[src/include/nco_pkg.sv]
//----------------------------------------------------------------------
// numerically controlled oscillator: shared constants
//----------------------------------------------------------------------
// Purpose: offsets, field positions, reset values and widths of the
//          phase accumulator block
// Assumes: byte-wide registers, one per aligned APB word
// Notes:   unused upper bits of every word read as zero
package nco_pkg;
   localparam int          ACC_W        = 20;
   localparam int          PCNT_W       = 8;
   localparam int          ADDR_W       = 12;
   // register byte addresses
   localparam logic [11:0] OFS_CTRL     = 12'h000;
   localparam logic [11:0] OFS_CLKSEL   = 12'h004;
   localparam logic [11:0] OFS_ACC_L    = 12'h008;
   localparam logic [11:0] OFS_ACC_H    = 12'h00c;
   localparam logic [11:0] OFS_ACC_U    = 12'h010;
   localparam logic [11:0] OFS_STEP_L   = 12'h014;
   localparam logic [11:0] OFS_STEP_H   = 12'h018;
   localparam logic [11:0] OFS_STEP_U   = 12'h01c;
   localparam logic [11:0] OFS_FLAG     = 12'h020;
   // field positions
   localparam int          CTRL_EN_BIT  = 7;
   localparam int          CTRL_OUT_BIT = 5;
   localparam int          CTRL_POL_BIT = 4;
   localparam int          CTRL_PFM_BIT = 0;
   localparam int          CLK_PWS_LSB  = 5;
   localparam int          CLK_CKS_LSB  = 0;
   localparam int          FLAG_BIT     = 0;
   // reset values
   localparam logic [7:0]  CTRL_RST     = 8'h00;
   localparam logic [7:0]  CLKSEL_RST   = 8'h00;
   localparam logic [19:0] ACC_RST      = 20'h00000;
   localparam logic [19:0] STEP_RST     = 20'h00001;
   // clock source codes
   localparam logic [1:0]  CKS_PIN_A    = 2'h0;
   localparam logic [1:0]  CKS_SYS      = 2'h1;
   localparam logic [1:0]  CKS_PIN_C    = 2'h2;
endpackage : nco_pkg

[src/include/nco_clk_if.sv]
`timescale 1ns/1ps
//----------------------------------------------------------------------
// input clock edge carrier
//----------------------------------------------------------------------
// Purpose: carries source select and edge strobes between core and
//          clock source front end
// Assumes: all signals on sys_clk
// Notes:   rise and fall are one-cycle pulses from the pins; both stay high every cycle on the system source
interface nco_clk_if;
   logic [1:0] sel;
   logic       rise;
   logic       fall;
   modport core (output sel, input rise, input fall);
   modport src  (input sel, output rise, output fall);
endinterface : nco_clk_if

[src/rtl/nco_clksrc.sv]
`timescale 1ns/1ps
//----------------------------------------------------------------------
// input clock source front end
//----------------------------------------------------------------------
// Purpose: synchronise the oscillator input pins and turn the selected
//          source into rise and fall enables
// Assumes: pin sources run well below half of sys_clk
// Notes:   the system source gives both edges every cycle
module nco_clksrc
   import nco_pkg::*;
(
   input  wire logic sys_clk,
   input  wire logic rst,
   input  wire logic osc_pin_a,
   input  wire logic osc_pin_c,
   nco_clk_if.src    ck
);
   typedef struct packed {
      logic a_meta;
      logic a_sync;
      logic c_meta;
      logic c_sync;
      logic prev;
   } nco_src_s;

   nco_src_s st_ff;
   nco_src_s nxt_st;
   logic     cur;

   // selected synchronised level; meta stages feed only sync stages
   always_comb begin
      case (ck.sel)
         CKS_PIN_A: cur = st_ff.a_sync;
         CKS_PIN_C: cur = st_ff.c_sync;
         default:   cur = st_ff.prev;
      endcase
   end

   // two-flop synchronisers and edge history
   always_comb begin
      nxt_st        = st_ff;
      nxt_st.a_meta = osc_pin_a;
      nxt_st.a_sync = st_ff.a_meta;
      nxt_st.c_meta = osc_pin_c;
      nxt_st.c_sync = st_ff.c_meta;
      nxt_st.prev   = cur;
   end

   always_ff @(posedge sys_clk) begin
      if (rst) begin
         st_ff <= '0;
      end else begin
         st_ff <= nxt_st;
      end
   end

   // switching source may give one stray edge; reprogram while disabled
   assign ck.rise = (ck.sel == CKS_SYS) | (cur & ~st_ff.prev);
   assign ck.fall = (ck.sel == CKS_SYS) | (~cur & st_ff.prev);
endmodule : nco_clksrc

[src/rtl/nco_core.sv]
// The placing of the registers and the APB interface to the registers were left to the implementer.
`timescale 1ns/1ps
//----------------------------------------------------------------------
// numerically controlled oscillator core
//----------------------------------------------------------------------
// Purpose: 20-bit phase accumulator with double-buffered increment,
//          output stage and overflow flag behind an APB slave
// Assumes: input clock edges arrive as enables from nco_clksrc
// Notes:   zero wait state bus; read data captured in the setup cycle
module nco_core
   import nco_pkg::*;
(
   input  wire logic        sys_clk,
   input  wire logic        rst,
   input  wire logic        osc_pin_a,
   input  wire logic        osc_pin_c,
   input  wire logic        psel,
   input  wire logic        penable,
   input  wire logic        pwrite,
   input  wire logic [11:0] paddr,
   input  wire logic [31:0] pwdata,
   input  wire logic [3:0]  pstrb,
   output logic      [31:0] prdata,
   output logic             pready,
   output logic             pslverr,
   output logic             nco_out,
   output logic             overflow_pulse,
   output logic             overflow_irq_flag
);
   //-------------------------------------------------------------------
   // state
   //-------------------------------------------------------------------
   typedef struct packed {
      logic              en;
      logic              pol;
      logic              pfm;
      logic [2:0]        pws;
      logic [1:0]        cks;
      logic [ACC_W-1:0]  acc;
      logic [ACC_W-1:0]  step;
      logic [ACC_W-1:0]  stepbuf;
      logic              ld_pend;
      logic              raw;
      logic              outq;
      logic [PCNT_W-1:0] pcnt;
      logic              flag;
      logic              ovf;
      logic [7:0]        rdat;
      logic              slverr;
   } nco_state_s;

   nco_state_s      st_ff;
   nco_state_s      nxt_st;
   logic [ACC_W:0]  sum;
   logic            adv;
   logic            carry;
   logic            wr;
   logic            setup;
   logic [7:0]      wbyte;

   nco_clk_if ck ();

   //-------------------------------------------------------------------
   // clock source front end
   //-------------------------------------------------------------------
   nco_clksrc u_src (
      .sys_clk   (sys_clk),
      .rst       (rst),
      .osc_pin_a (osc_pin_a),
      .osc_pin_c (osc_pin_c),
      .ck        (ck.src)
   );

   assign ck.sel = st_ff.cks;

   //-------------------------------------------------------------------
   // decode helpers
   //-------------------------------------------------------------------
   // true for any address that holds a register
   function automatic logic is_mapped(input logic [11:0] a);
      case (a)
         OFS_CTRL, OFS_CLKSEL, OFS_ACC_L, OFS_ACC_H, OFS_ACC_U,
         OFS_STEP_L, OFS_STEP_H, OFS_STEP_U, OFS_FLAG: is_mapped = 1'b1;
         default: is_mapped = 1'b0;
      endcase
   endfunction : is_mapped

   // read view of one register; unused bits come back as zero
   function automatic logic [7:0] rd_byte(input nco_state_s s,
                                          input logic [11:0] a);
      logic [7:0] r;
      r = 8'h00;
      case (a)
         OFS_CTRL: begin
            r[CTRL_EN_BIT]  = s.en;
            r[CTRL_OUT_BIT] = s.outq;
            r[CTRL_POL_BIT] = s.pol;
            r[CTRL_PFM_BIT] = s.pfm;
         end
         OFS_CLKSEL: begin
            r[CLK_PWS_LSB +: 3] = s.pws;
            r[CLK_CKS_LSB +: 2] = s.cks;
         end
         OFS_ACC_L:  r = s.acc[7:0];
         OFS_ACC_H:  r = s.acc[15:8];
         OFS_ACC_U:  r = {4'h0, s.acc[19:16]};
         OFS_STEP_L: r = s.step[7:0];
         OFS_STEP_H: r = s.step[15:8];
         OFS_STEP_U: r = {4'h0, s.step[19:16]};
         OFS_FLAG:   r[FLAG_BIT] = s.flag;
         default:    r = 8'h00;
      endcase
      return r;
   endfunction : rd_byte

   // pulse length in input periods for a width code
   function automatic logic [PCNT_W-1:0] pulse_len(input logic [2:0] c);
      return PCNT_W'(1) << c;
   endfunction : pulse_len

   //-------------------------------------------------------------------
   // adder
   //-------------------------------------------------------------------
   // carry out of bit 19 is the overflow event
   assign sum   = {1'b0, st_ff.acc} + {1'b0, st_ff.stepbuf};
   assign adv   = st_ff.en & ck.rise;
   assign carry = adv & sum[ACC_W];

   // bus phases; a write lands only at the access edge
   assign setup = psel & ~penable;
   assign wr    = psel & penable & pwrite & pstrb[0];
   assign wbyte = pwdata[7:0];

   //-------------------------------------------------------------------
   // next state
   //-------------------------------------------------------------------
   always_comb begin
      nxt_st     = st_ff;
      nxt_st.ovf = carry;

      // accumulate on each selected input rise while enabled
      if (adv) begin
         nxt_st.acc = sum[ACC_W-1:0];
      end

      // output stage, advanced on the same input rise
      if (adv) begin
         if (st_ff.pfm) begin
            if (carry) begin
               // a fresh overflow restarts the count, so a width
               // longer than the overflow period never lets go
               nxt_st.raw  = 1'b1;
               nxt_st.pcnt = pulse_len(st_ff.pws);
            end else if (st_ff.pcnt != '0) begin
               nxt_st.pcnt = st_ff.pcnt - PCNT_W'(1);
               if (st_ff.pcnt == PCNT_W'(1)) begin
                  nxt_st.raw = 1'b0;
               end
            end
         end else if (carry) begin
            nxt_st.raw = ~st_ff.raw;
         end
      end

      // hidden buffer takes the increment on the next input fall
      if (st_ff.ld_pend && ck.fall) begin
         nxt_st.stepbuf = st_ff.step;
         nxt_st.ld_pend = 1'b0;
      end

      // register writes
      if (wr) begin
         case (paddr)
            OFS_CTRL: begin
               nxt_st.en  = wbyte[CTRL_EN_BIT];
               nxt_st.pol = wbyte[CTRL_POL_BIT];
               nxt_st.pfm = wbyte[CTRL_PFM_BIT];
            end
            OFS_CLKSEL: begin
               nxt_st.pws = wbyte[CLK_PWS_LSB +: 3];
               nxt_st.cks = wbyte[CLK_CKS_LSB +: 2];
            end
            // writes while running race the adder and win here
            OFS_ACC_L:  nxt_st.acc[7:0]   = wbyte;
            OFS_ACC_H:  nxt_st.acc[15:8]  = wbyte;
            OFS_ACC_U:  nxt_st.acc[19:16] = wbyte[3:0];
            OFS_STEP_H: nxt_st.step[15:8] = wbyte;
            OFS_STEP_U: nxt_st.step[19:16] = wbyte[3:0];
            OFS_STEP_L: begin
               nxt_st.step[7:0] = wbyte;
               // upper bytes assumed already written
               if (st_ff.en) begin
                  nxt_st.ld_pend = 1'b1;
               end else begin
                  nxt_st.stepbuf = {st_ff.step[19:8], wbyte};
                  nxt_st.ld_pend = 1'b0;
               end
            end
            OFS_FLAG: begin
               if (!wbyte[FLAG_BIT]) begin
                  nxt_st.flag = 1'b0;
               end
            end
            default: begin
            end
         endcase
      end

      // overflow sets the flag after any clear, so set wins
      if (carry) begin
         nxt_st.flag = 1'b1;
      end

      // idle buffer follows the increment when disabled
      if (!nxt_st.en && st_ff.ld_pend) begin
         nxt_st.stepbuf = nxt_st.step;
         nxt_st.ld_pend = 1'b0;
      end

      // polarity is the last stage; read back through the control byte
      nxt_st.outq = nxt_st.raw ^ nxt_st.pol;

      // read data and error captured in setup, shown during access
      if (setup) begin
         nxt_st.rdat   = rd_byte(st_ff, paddr);
         nxt_st.slverr = ~is_mapped(paddr);
      end
   end

   //-------------------------------------------------------------------
   // state register
   //-------------------------------------------------------------------
   always_ff @(posedge sys_clk) begin
      if (rst) begin
         st_ff         <= '0;
         st_ff.en      <= CTRL_RST[CTRL_EN_BIT];
         st_ff.pol     <= CTRL_RST[CTRL_POL_BIT];
         st_ff.pfm     <= CTRL_RST[CTRL_PFM_BIT];
         st_ff.pws     <= CLKSEL_RST[CLK_PWS_LSB +: 3];
         st_ff.cks     <= CLKSEL_RST[CLK_CKS_LSB +: 2];
         st_ff.acc     <= ACC_RST;
         st_ff.step    <= STEP_RST;
         st_ff.stepbuf <= STEP_RST;
      end else begin
         st_ff <= nxt_st;
      end
   end

   //-------------------------------------------------------------------
   // outputs
   //-------------------------------------------------------------------
   // read data only reflects the cycle it was captured in
   assign prdata            = {24'h000000, st_ff.rdat};
   assign pready            = 1'b1;
   assign pslverr           = psel & penable & st_ff.slverr;
   assign nco_out           = st_ff.outq;
   assign overflow_pulse    = st_ff.ovf;
   assign overflow_irq_flag = st_ff.flag;
endmodule : nco_core

[config.mk]
export PLATFORM = sky130hd
export DESIGN_NAME = nco_core
export DESIGN_NICKNAME = d
export VERILOG_FILES = /design/src/include/nco_pkg.sv /design/src/include/nco_clk_if.sv /design/src/rtl/nco_clksrc.sv /design/src/rtl/nco_core.sv
export SDC_FILE = /design/constraint.sdc
export NUM_CORES = 1
export LEC_CHECK = 0
export BUFFER_PORTS_ARGS = -buffer_cell sky130_fd_sc_hd__buf_2
export CAP_MARGIN = 20
export CELL_PAD_IN_SITES_DETAIL_PLACEMENT = 0
export CELL_PAD_IN_SITES_GLOBAL_PLACEMENT = 1
export CORE_UTILIZATION = 30
export CTS_BUF_LIST = sky130_fd_sc_hd__clkbuf_16
export CTS_CLUSTER_SIZE = 20
export DETAILED_ROUTE_END_ITERATION = 8
export PLACE_DENSITY_LB_ADDON = 0.12
export SLEW_MARGIN = 30
export SYNTH_ARGS = -nofsm -noshare
export SYNTH_HDL_FRONTEND = slang
export SYNTH_SLANG_ARGS = --single-unit
[constraint.sdc]
create_clock -name sys_clk -period 3.1 [get_ports sys_clk]
set_input_delay 0.31 -clock sys_clk [delete_from_list [all_inputs] [get_ports sys_clk]]
set_output_delay 0.31 -clock sys_clk [all_outputs]
set_load 0.05 [all_outputs]
==> results of run 1 <==
## metal layers
metal	global-route usage, %	part of all wire [%]
met3	4.08	5.6
met5	0	0
met2	32.9	46
met4	7.24	2.1
met1	27.5	47
## stage by stage
step                power, W  hold WS (ns)
detailed placement   0.00148         0.428
finish               0.00259         0.165
floorplan            0.00144         0.414
global placement     0.00148         0.417
CTS                  0.00262         0.155
global route         0.00268         0.175
## repair_timing
item,in CTS,in global routing
buffers inserted,0,0
hold buffers,0,0
gates resized for setup,4,1
pin swaps,1,0
setup endpoints to repair,7,1
## final cells by class
class / instances / area [sq um]
Inverter: 13 / 48.8
Multi-Input combinational cell: 543 / 3580
Fill cell: 2004 / 12200
Clock buffer: 9 / 225
Clock inverter: 7 / 63.8
Sequential cell: 95 / 1900
Antenna cell: 1 / 2.50
Tap cell: 260 / 325
Timing Repair Buffer: 89 / 583
## report_power, final
group          total, W  internal [W]  switching [W]
registers       0.00124       0.00123     0.00000761
clock network   0.00113      0.000621       0.000511
logic          0.000215     0.0000398       0.000176
## cell families after synthesis
family	count (synthesis)	share of synthesized area, %
compound gates	201	22.7
xor+xnor	14	2.09
fa+ha+maj	23	5.04
buf+inv	85	8.43
flops	95	32.4
mux	51	8.75
other cells	2	0.128
simple gates	229	20.4
## flip-flops by register name, indices dropped and copies added, names as in the netlist
name	flops
nco_out	1
overflow_pulse	1
u_src.nxt_st	2
ck.sel	2
u_src.st_ff	3
st_ff	77
overflow_irq_flag	1
prdata	8
## cell usage in the layout, fill, tap and decap left out, drive strengths merged, types with 7 or more instances in the layout
cell type and n:
dfxtp 95, buf 89, nor2 71, nand2 59
a21oi 54, mux2i 49, o21ai 36, conb 25
ha 22, nand3 21, a211oi 16, a31oi 15
inv 15, nor3 13, a21o 9, a22oi 9
clkbuf 9, a221oi 9, nor4 9, and3 8
nor2b 8, xor2 8, a311oi 8, a22o 7
nand2b 7
## worst paths after layout
check | end | slack (ns) | from
worst max-delay path | nco_out | 0.13 | st_ff[22]
worst min-delay path | u_src.nxt_st[1] | 0.16 | osc_pin_c
worst max register to register | nco_out | 0.13 | st_ff[22]
worst min register to register | u_src.st_ff[1] | 0.44 | u_src.nxt_st[1]
==> results.yml, run 1 <==
outcome:
  status: "complete, no violations"
finish:
  final_cell_area_sq_um: 6730
  areaGrowthSynthToFinish_pct: 14.9
  final_core_util_pct: 35.5
  fin_cells: 1017
  layout.nets: 829
  drive_gt1_share_pct: 17.7
critical_path:
  cp.required_ns: 3.34
  r2r_cells: 10
  path_buf_inv: 1
  crit_fanout: 4
  cp_num_cells: 10
  critPathKind: "reg2reg"
  crit_slowest_cell: "fa_1"
  cp_cell_sequence: "ha_1, fa_1, a211oi_2, nor4b_2, o2111ai_2, a21oi_1, buf_4, a21o_1, a221oi_2, mux2_2"
  cp.arrival_ns: 3.21
  slowest_delay_ns: 0.41
  crit_family: "compound AO/OA/AOI/OAI gates"
  cp-end-kind: "flip-flop"
  start_kind: "flip-flop"
synth:
  post-synth-top-area-fraction_pct: 32.4
  synth.ff_latch_count: 95
  synth_edf_count: 0
  netlist_area_sq_um: 5860
  syn_area_per_cell_sq_um: 8.38
  syn_inst: 700
  synth_warnings: 0
  synthFlopType: "dfxtp_1"
  ys_types: 72
  yosys.area.top_type: "dfxtp_1"
  synth.top_cells.by_count: "dfxtp_1, nor2_1, nand2_1, a21oi_1, mux2i_1"
  synthArstFlopShare_pct: 0
  yosysMostFrequentCell: "dfxtp_1"
  synth.area.top_cells: "dfxtp_1, mux2i_1, ha_1"
  ys_seq_area_share_pct: 32.4
detailed_routing:
  drcViolationCount: 0
  drt_pass1_iterations: 5
  wl_per_cell_um: 19.9
  avgViaCountPerCell: 5.32
  dr.first_iter.drc_count: 294
  num_vias: 5415
  routed_wl_um: 20300
  antenna_left: 0
timing:
  finalClockSkew_ns: 0.0131
  setup_slack_ns: 0.130
  relSlewSlack_pct: 48.8
  fmax_mhz: 337
  finalCriticalPeriod_ns: 2.97
  finalHoldViolations: 0
  rsz0062_at_grt: "no"
  setup_viol: 0
  tns_ns: 0
  drv_slew: 0
  worst_slew_pin_slew_ns: 0.767
  fin_crit_sh_pct: 95.8
floorplanning:
  core_area_sq_um: 19000
  dieHeight_um: 142
  die_area_sq_um: 20100
  io_pins: 92
  die_w_um: 142
  initial_utilization_pct: 30.9
  std_cell_rows: 50
clock_network:
  clk_path_buf_depth: 2
  cts_tree: "yes"
  cts-htree-levels: 3
  root_buffer: "clkbuf_16"
  cts_inserted_buffers: 9
  insertion_delay_ns: 0.36
  path_clk_slew_ns: 0.07
  cts_sinks: 95
global_route:
  grt-ovfl-total: 0
  antenna_found_initial: 1
  grt_pass1_vias: 5095
  grt_pass1_wl_um: 30400
  grt_max_degree: 29
  grtUsageTotal_pct: 20.6
power:
  power.density_nw_per_um2: 384
  peakVddDrop_uv: 281
  p_leak_nw: 2.79
placement:
  placement.cell_area_sq_um: 6410
  portBuffers: 39
  placed_cells: 1000
  place.detailed.hpwl_um: 14900
  place.gp.congestion: 0.840
  place_ws_ns: -0.196
min_path:
  hp-class: "in2reg"
  hold-path-cell-count: 2
job:
  maxCapViolations: 0
No activity file was read; power rests on OpenSTA's default activity.
==> run 2: changes to the inputs <==
- CORE_UTILIZATION: 30 -> 39
==> results.yml, run 2 (same netlist as run 1, synthesis figures left out) <==
finish:
  largest_reg_flops: 77
  layout.nets: 826
  drive_gt1_share_pct: 17.1
  n_antenna_cell: 0
  final_cell_mix: "dfxtp_1, nor2_1, nand2_1"
  multi_input_area_sq_um: 3570
  final.fill_count: 1458
  regMostFlops: "st_ff"
  area.sequential_sq_um: 1900
  fin_cells: 937
  mostFrequentLayoutCell: "dfxtp_1"
  areaGrowthSynthToFinish_pct: 13.1
placement:
  placed_cells: 921
  place_ws_ns: -0.0601
  place.detailed.hpwl_um: 13800
  place.gp.congestion: 0.864
  portBuffers: 39
global_route:
  grt-ovfl-total: 0
  grt_max_degree: 42
  grt_pass1_vias: 4983
  antenna_found_initial: 0
  grtUsageTotal_pct: 24.4
  grt_pass1_wl_um: 28900
power:
  peakVddDrop_uv: 280
  power.density_nw_per_um2: 402
  power_w: 0.00267
  p_leak_nw: 2.78
floorplanning:
  die_area_sq_um: 15500
  io_pins: 92
  die_w_um: 125
  core_area_sq_um: 14600
  std_cell_rows: 44
  dieHeight_um: 125
  initial_utilization_pct: 40.2
timing:
  drv_slew: 0
  fin_crit_sh_pct: 95.9
  setup_viol: 0
  finalHoldViolations: 0
  finalCriticalPeriod_ns: 2.97
  worst_slew_pin_slew_ns: 0.933
  setup_slack_ns: 0.127
  finalClockSkew_ns: 0.0108
  relSlewSlack_pct: 37.6
  fmax_mhz: 336
  rsz0062_at_grt: "no"
clock_network:
  insertion_delay_ns: 0.36
  cts-htree-levels: 3
  hold_buffers: 0
  clk_path_buf_depth: 2
  cts_sinks: 95
  path_clk_slew_ns: 0.07
  cts_setup_buffers: 0
  cts_tree: "yes"
  cts_inserted_buffers: 9
  root_buffer: "clkbuf_16"
  cts_resized: 2
critical_path:
  cp.arrival_ns: 3.21
  cp-end-kind: "flip-flop"
  cp.required_ns: 3.34
  critPathKind: "reg2reg"
  crit_fanout: 5
  start_kind: "flip-flop"
detailed_routing:
  num_vias: 5358
  wl_per_cell_um: 20.1
  dr.first_iter.drc_count: 527
  routed_wl_um: 18800
  antenna_left: 0
  drcViolationCount: 0
  avgViaCountPerCell: 5.72
  drt_pass1_iterations: 5
job:
  maxCapViolations: 0
outcome:
  status: "complete, no violations"
min_path:
  hp-class: "in2reg"
## run 2: changes by cell type in the layout (fill, tap and decap cells not counted), sizes merged
cell,change
buf,-3
bufinv,+1
clkinvlp,-1
diode,-1
## run 2: final cells by class
type,instances,share of cell area (%)
inverters,13,0.736
clock inverters,7,1.41
flip-flops and latches,95,28.7
multi-input cells,543,53.9
clock buffers,9,3.39
repair buffers,86,8.45
well taps,184,3.47
## run 2: per-stage QoR
stage               utilization [%]  TNS [ns]  hold slack (ns)  area, sq um
floorplan                         -         0            0.414         5950
global placement               43.2   -0.0402            0.442         6300
detailed placement             43.2   -0.0601            0.435         6300
CTS                            45.4         0            0.161         6630
global route                   45.5         0            0.168         6630
finish                         45.5         0            0.166         6630
## run 2: where the power goes
group	leakage [nW]	switching, W	internal (W)
clock network	0.155	0.000510	0.000709
logic	1.86	0.000173	0.0000383
registers	0.768	0.00000599	0.00123
total	2.78	0.000689	0.00198
## run 2: layer usage
layer / track usage [%] / routed length (um) / up-vias
met4: 7.09 / 374 / 0
met2: 38.5 / 8540 / 172
met5: 0 / 0 / -
li1: - / - / 2627
met1: 33.1 / 8620 / 2530
met3: 5.58 / 1290 / 29
## run 2: path summary, 6_finish.rpt
check	from	end	slack (ns)	depth (start not counted)
setup / recovery	st_ff[22]	nco_out	0.13	9
hold reg to reg	u_src.nxt_st[1]	u_src.st_ff[1]	0.45	1
setup reg to reg	st_ff[22]	nco_out	0.13	9
hold / removal	osc_pin_c	u_src.nxt_st[1]	0.17	2
## run 2: worst max-delay path, cell delays in order, from the launching register on
cell	delay, ns
dfxtp_1	0.32
ha_1	0.23
fa_1	0.44
a211oi_2	0.32
nor4b_2	0.13
o2111ai_2	0.30
a21oi_1	0.19
a21o_1	0.23
a221oi_1	0.33
mux2_2	0.38
==> run 3: changes to the inputs <==
- CTS_BUF_LIST: sky130_fd_sc_hd__clkbuf_16 -> default
==> results.yml, run 3 (same netlist as run 1, synthesis figures left out) <==
clock_network:
  cts_inserted_buffers: 9
  clk_path_buf_depth: 2
  cts_tree: "yes"
  insertion_delay_ns: 0.36
  root_buffer: "clkbuf_16"
  cts-htree-levels: 3
  cts_sinks: 95
  path_clk_slew_ns: 0.07
timing:
  finalClockSkew_ns: 0.0103
  finalHoldViolations: 0
  rsz0062_at_grt: "no"
  drv_slew: 0
  fmax_mhz: 336
  setup_slack_ns: 0.127
  worst_slew_pin_slew_ns: 0.939
  setup_viol: 0
  whs_ns: 0.166
  relSlewSlack_pct: 37.3
  tns_ns: 0
  fin_crit_sh_pct: 95.9
  finalCriticalPeriod_ns: 2.97
finish:
  areaGrowthSynthToFinish_pct: 13.5
  regMostFlops: "st_ff"
  mostFrequentLayoutCell: "dfxtp_1"
  final_cell_mix: "dfxtp_1, nor2_1, nand2_1"
  drive_gt1_share_pct: 17.4
  largest_reg_flops: 77
  layout.nets: 826
  n_antenna_cell: 0
floorplanning:
  std_cell_rows: 44
  initial_utilization_pct: 40.2
  die_area_sq_um: 15500
  core_area_sq_um: 14600
  io_pins: 92
  dieHeight_um: 125
  die_w_um: 125
global_route:
  grt_max_degree: 42
  antenna_found_initial: 0
  grtUsageTotal_pct: 24.4
  grt_pass1_vias: 4983
  grt-ovfl-total: 0
  grt_pass1_wl_um: 28900
placement:
  place_ws_ns: -0.0601
  portBuffers: 39
  place.gp.congestion: 0.864
  place.detailed.hpwl_um: 13800
critical_path:
  crit_fanout: 5
  crit_slowest_cell: "fa_1"
  cp.arrival_ns: 3.21
  start_kind: "flip-flop"
  cp_cell_sequence: "ha_1, fa_1, a211oi_2, nor4b_2, o2111ai_2, a21oi_1, a21o_1, a221oi_1, mux2_2"
  slowest_delay_ns: 0.44
  cp-end-kind: "flip-flop"
  cp.required_ns: 3.34
  critPathKind: "reg2reg"
detailed_routing:
  avgViaCountPerCell: 5.73
  drcViolationCount: 0
  dr.first_iter.drc_count: 544
  wl_per_cell_um: 20.1
  drt_pass1_iterations: 7
  antenna_left: 0
  num_vias: 5369
  routed_wl_um: 18800
power:
  seq_power_share_pct: 45.5
  pwr-share-clk_pct: 46.7
  switching_share_pct: 25.4
  combPwrFrac_pct: 7.8
  p_sw_w: 0.000690
  power.density_nw_per_um2: 408
  p_int_w: 0.00203
  p_leak_nw: 2.79
  peakVddDrop_uv: 280
min_path:
  hp-class: "in2reg"
job:
  maxCapViolations: 0
outcome:
  status: "complete, no violations"
-- run 3: layer usage --
layer / track usage, % / routed length [um] / vias to the layer above / share of wire (%)
li1: - / - / 2624 / -
met1: 33.1 / 8640 / 2537 / 46
met2: 38.5 / 8560 / 181 / 46
met3: 5.58 / 1260 / 27 / 6.7
met4: 7.09 / 346 / 0 / 1.8
met5: 0 / 0 / - / 0
-- run 3: power groups by stage --
stage	logic [W]	clock network [W]	registers (W)
after CTS	0.000212	0.00130	0.00124
after floorplan	0.000175	0	0.00127
after global placement	0.000210	0	0.00126
after detailed placement	0.000211	0	0.00126
final	0.000211	0.00127	0.00124
after global routing	0.000222	0.00134	0.00124
-- run 3: through the flow --
step	cell area [sq um]	std cells	utilization, %	total power [W]
2_1_floorplan	5950	723	-	0.00144
3_3_place_gp	6300	921	43.2	0.00147
3_5_place_dp	6300	921	43.2	0.00148
4_1_cts	6650	937	45.6	0.00274
5_1_grt	6650	937	45.6	0.00280
6_report	6650	937	45.6	0.00272
-- run 3: path summary, 6_finish.rpt --
kind	from	endpoint	slack, ns	cells past startpoint
worst max register to register	st_ff[22]	nco_out	0.13	9
worst min register to register	u_src.nxt_st[1]	u_src.st_ff[1]	0.45	1
worst min-delay path	osc_pin_c	u_src.nxt_st[1]	0.17	2
worst max-delay path	st_ff[22]	nco_out	0.13	9
-- run 3: worst max-delay path: cells and delay by family (launching register included) --
kind                     cells  cell delay, ns
multiplexers                 1            0.38
adder cells (fa/ha/maj)      2            0.67
flip-flops                   1            0.32
AND/OR/NAND/NOR              1            0.13
AO/OA/AOI/OAI                5            1.37
-- run 3: layout make-up --
cell class	instances	area, sq um
Fill cell	1455	7940
Multi-Input combinational cell	543	3570
Sequential cell	95	1900
Timing Repair Buffer	86	561
Clock buffer	11	253
Tap cell	184	230
Clock inverter	5	86.3
Inverter	13	48.8
-- run 3: repair_timing --
| action | in CTS | in global routing |
|---|---|---|
| setup buffers | 0 | 0 |
| gates resized for setup | 2 | 1 |
| hold buffers | 0 | 0 |
| endpoints found under the setup margin | 5 | 6 |
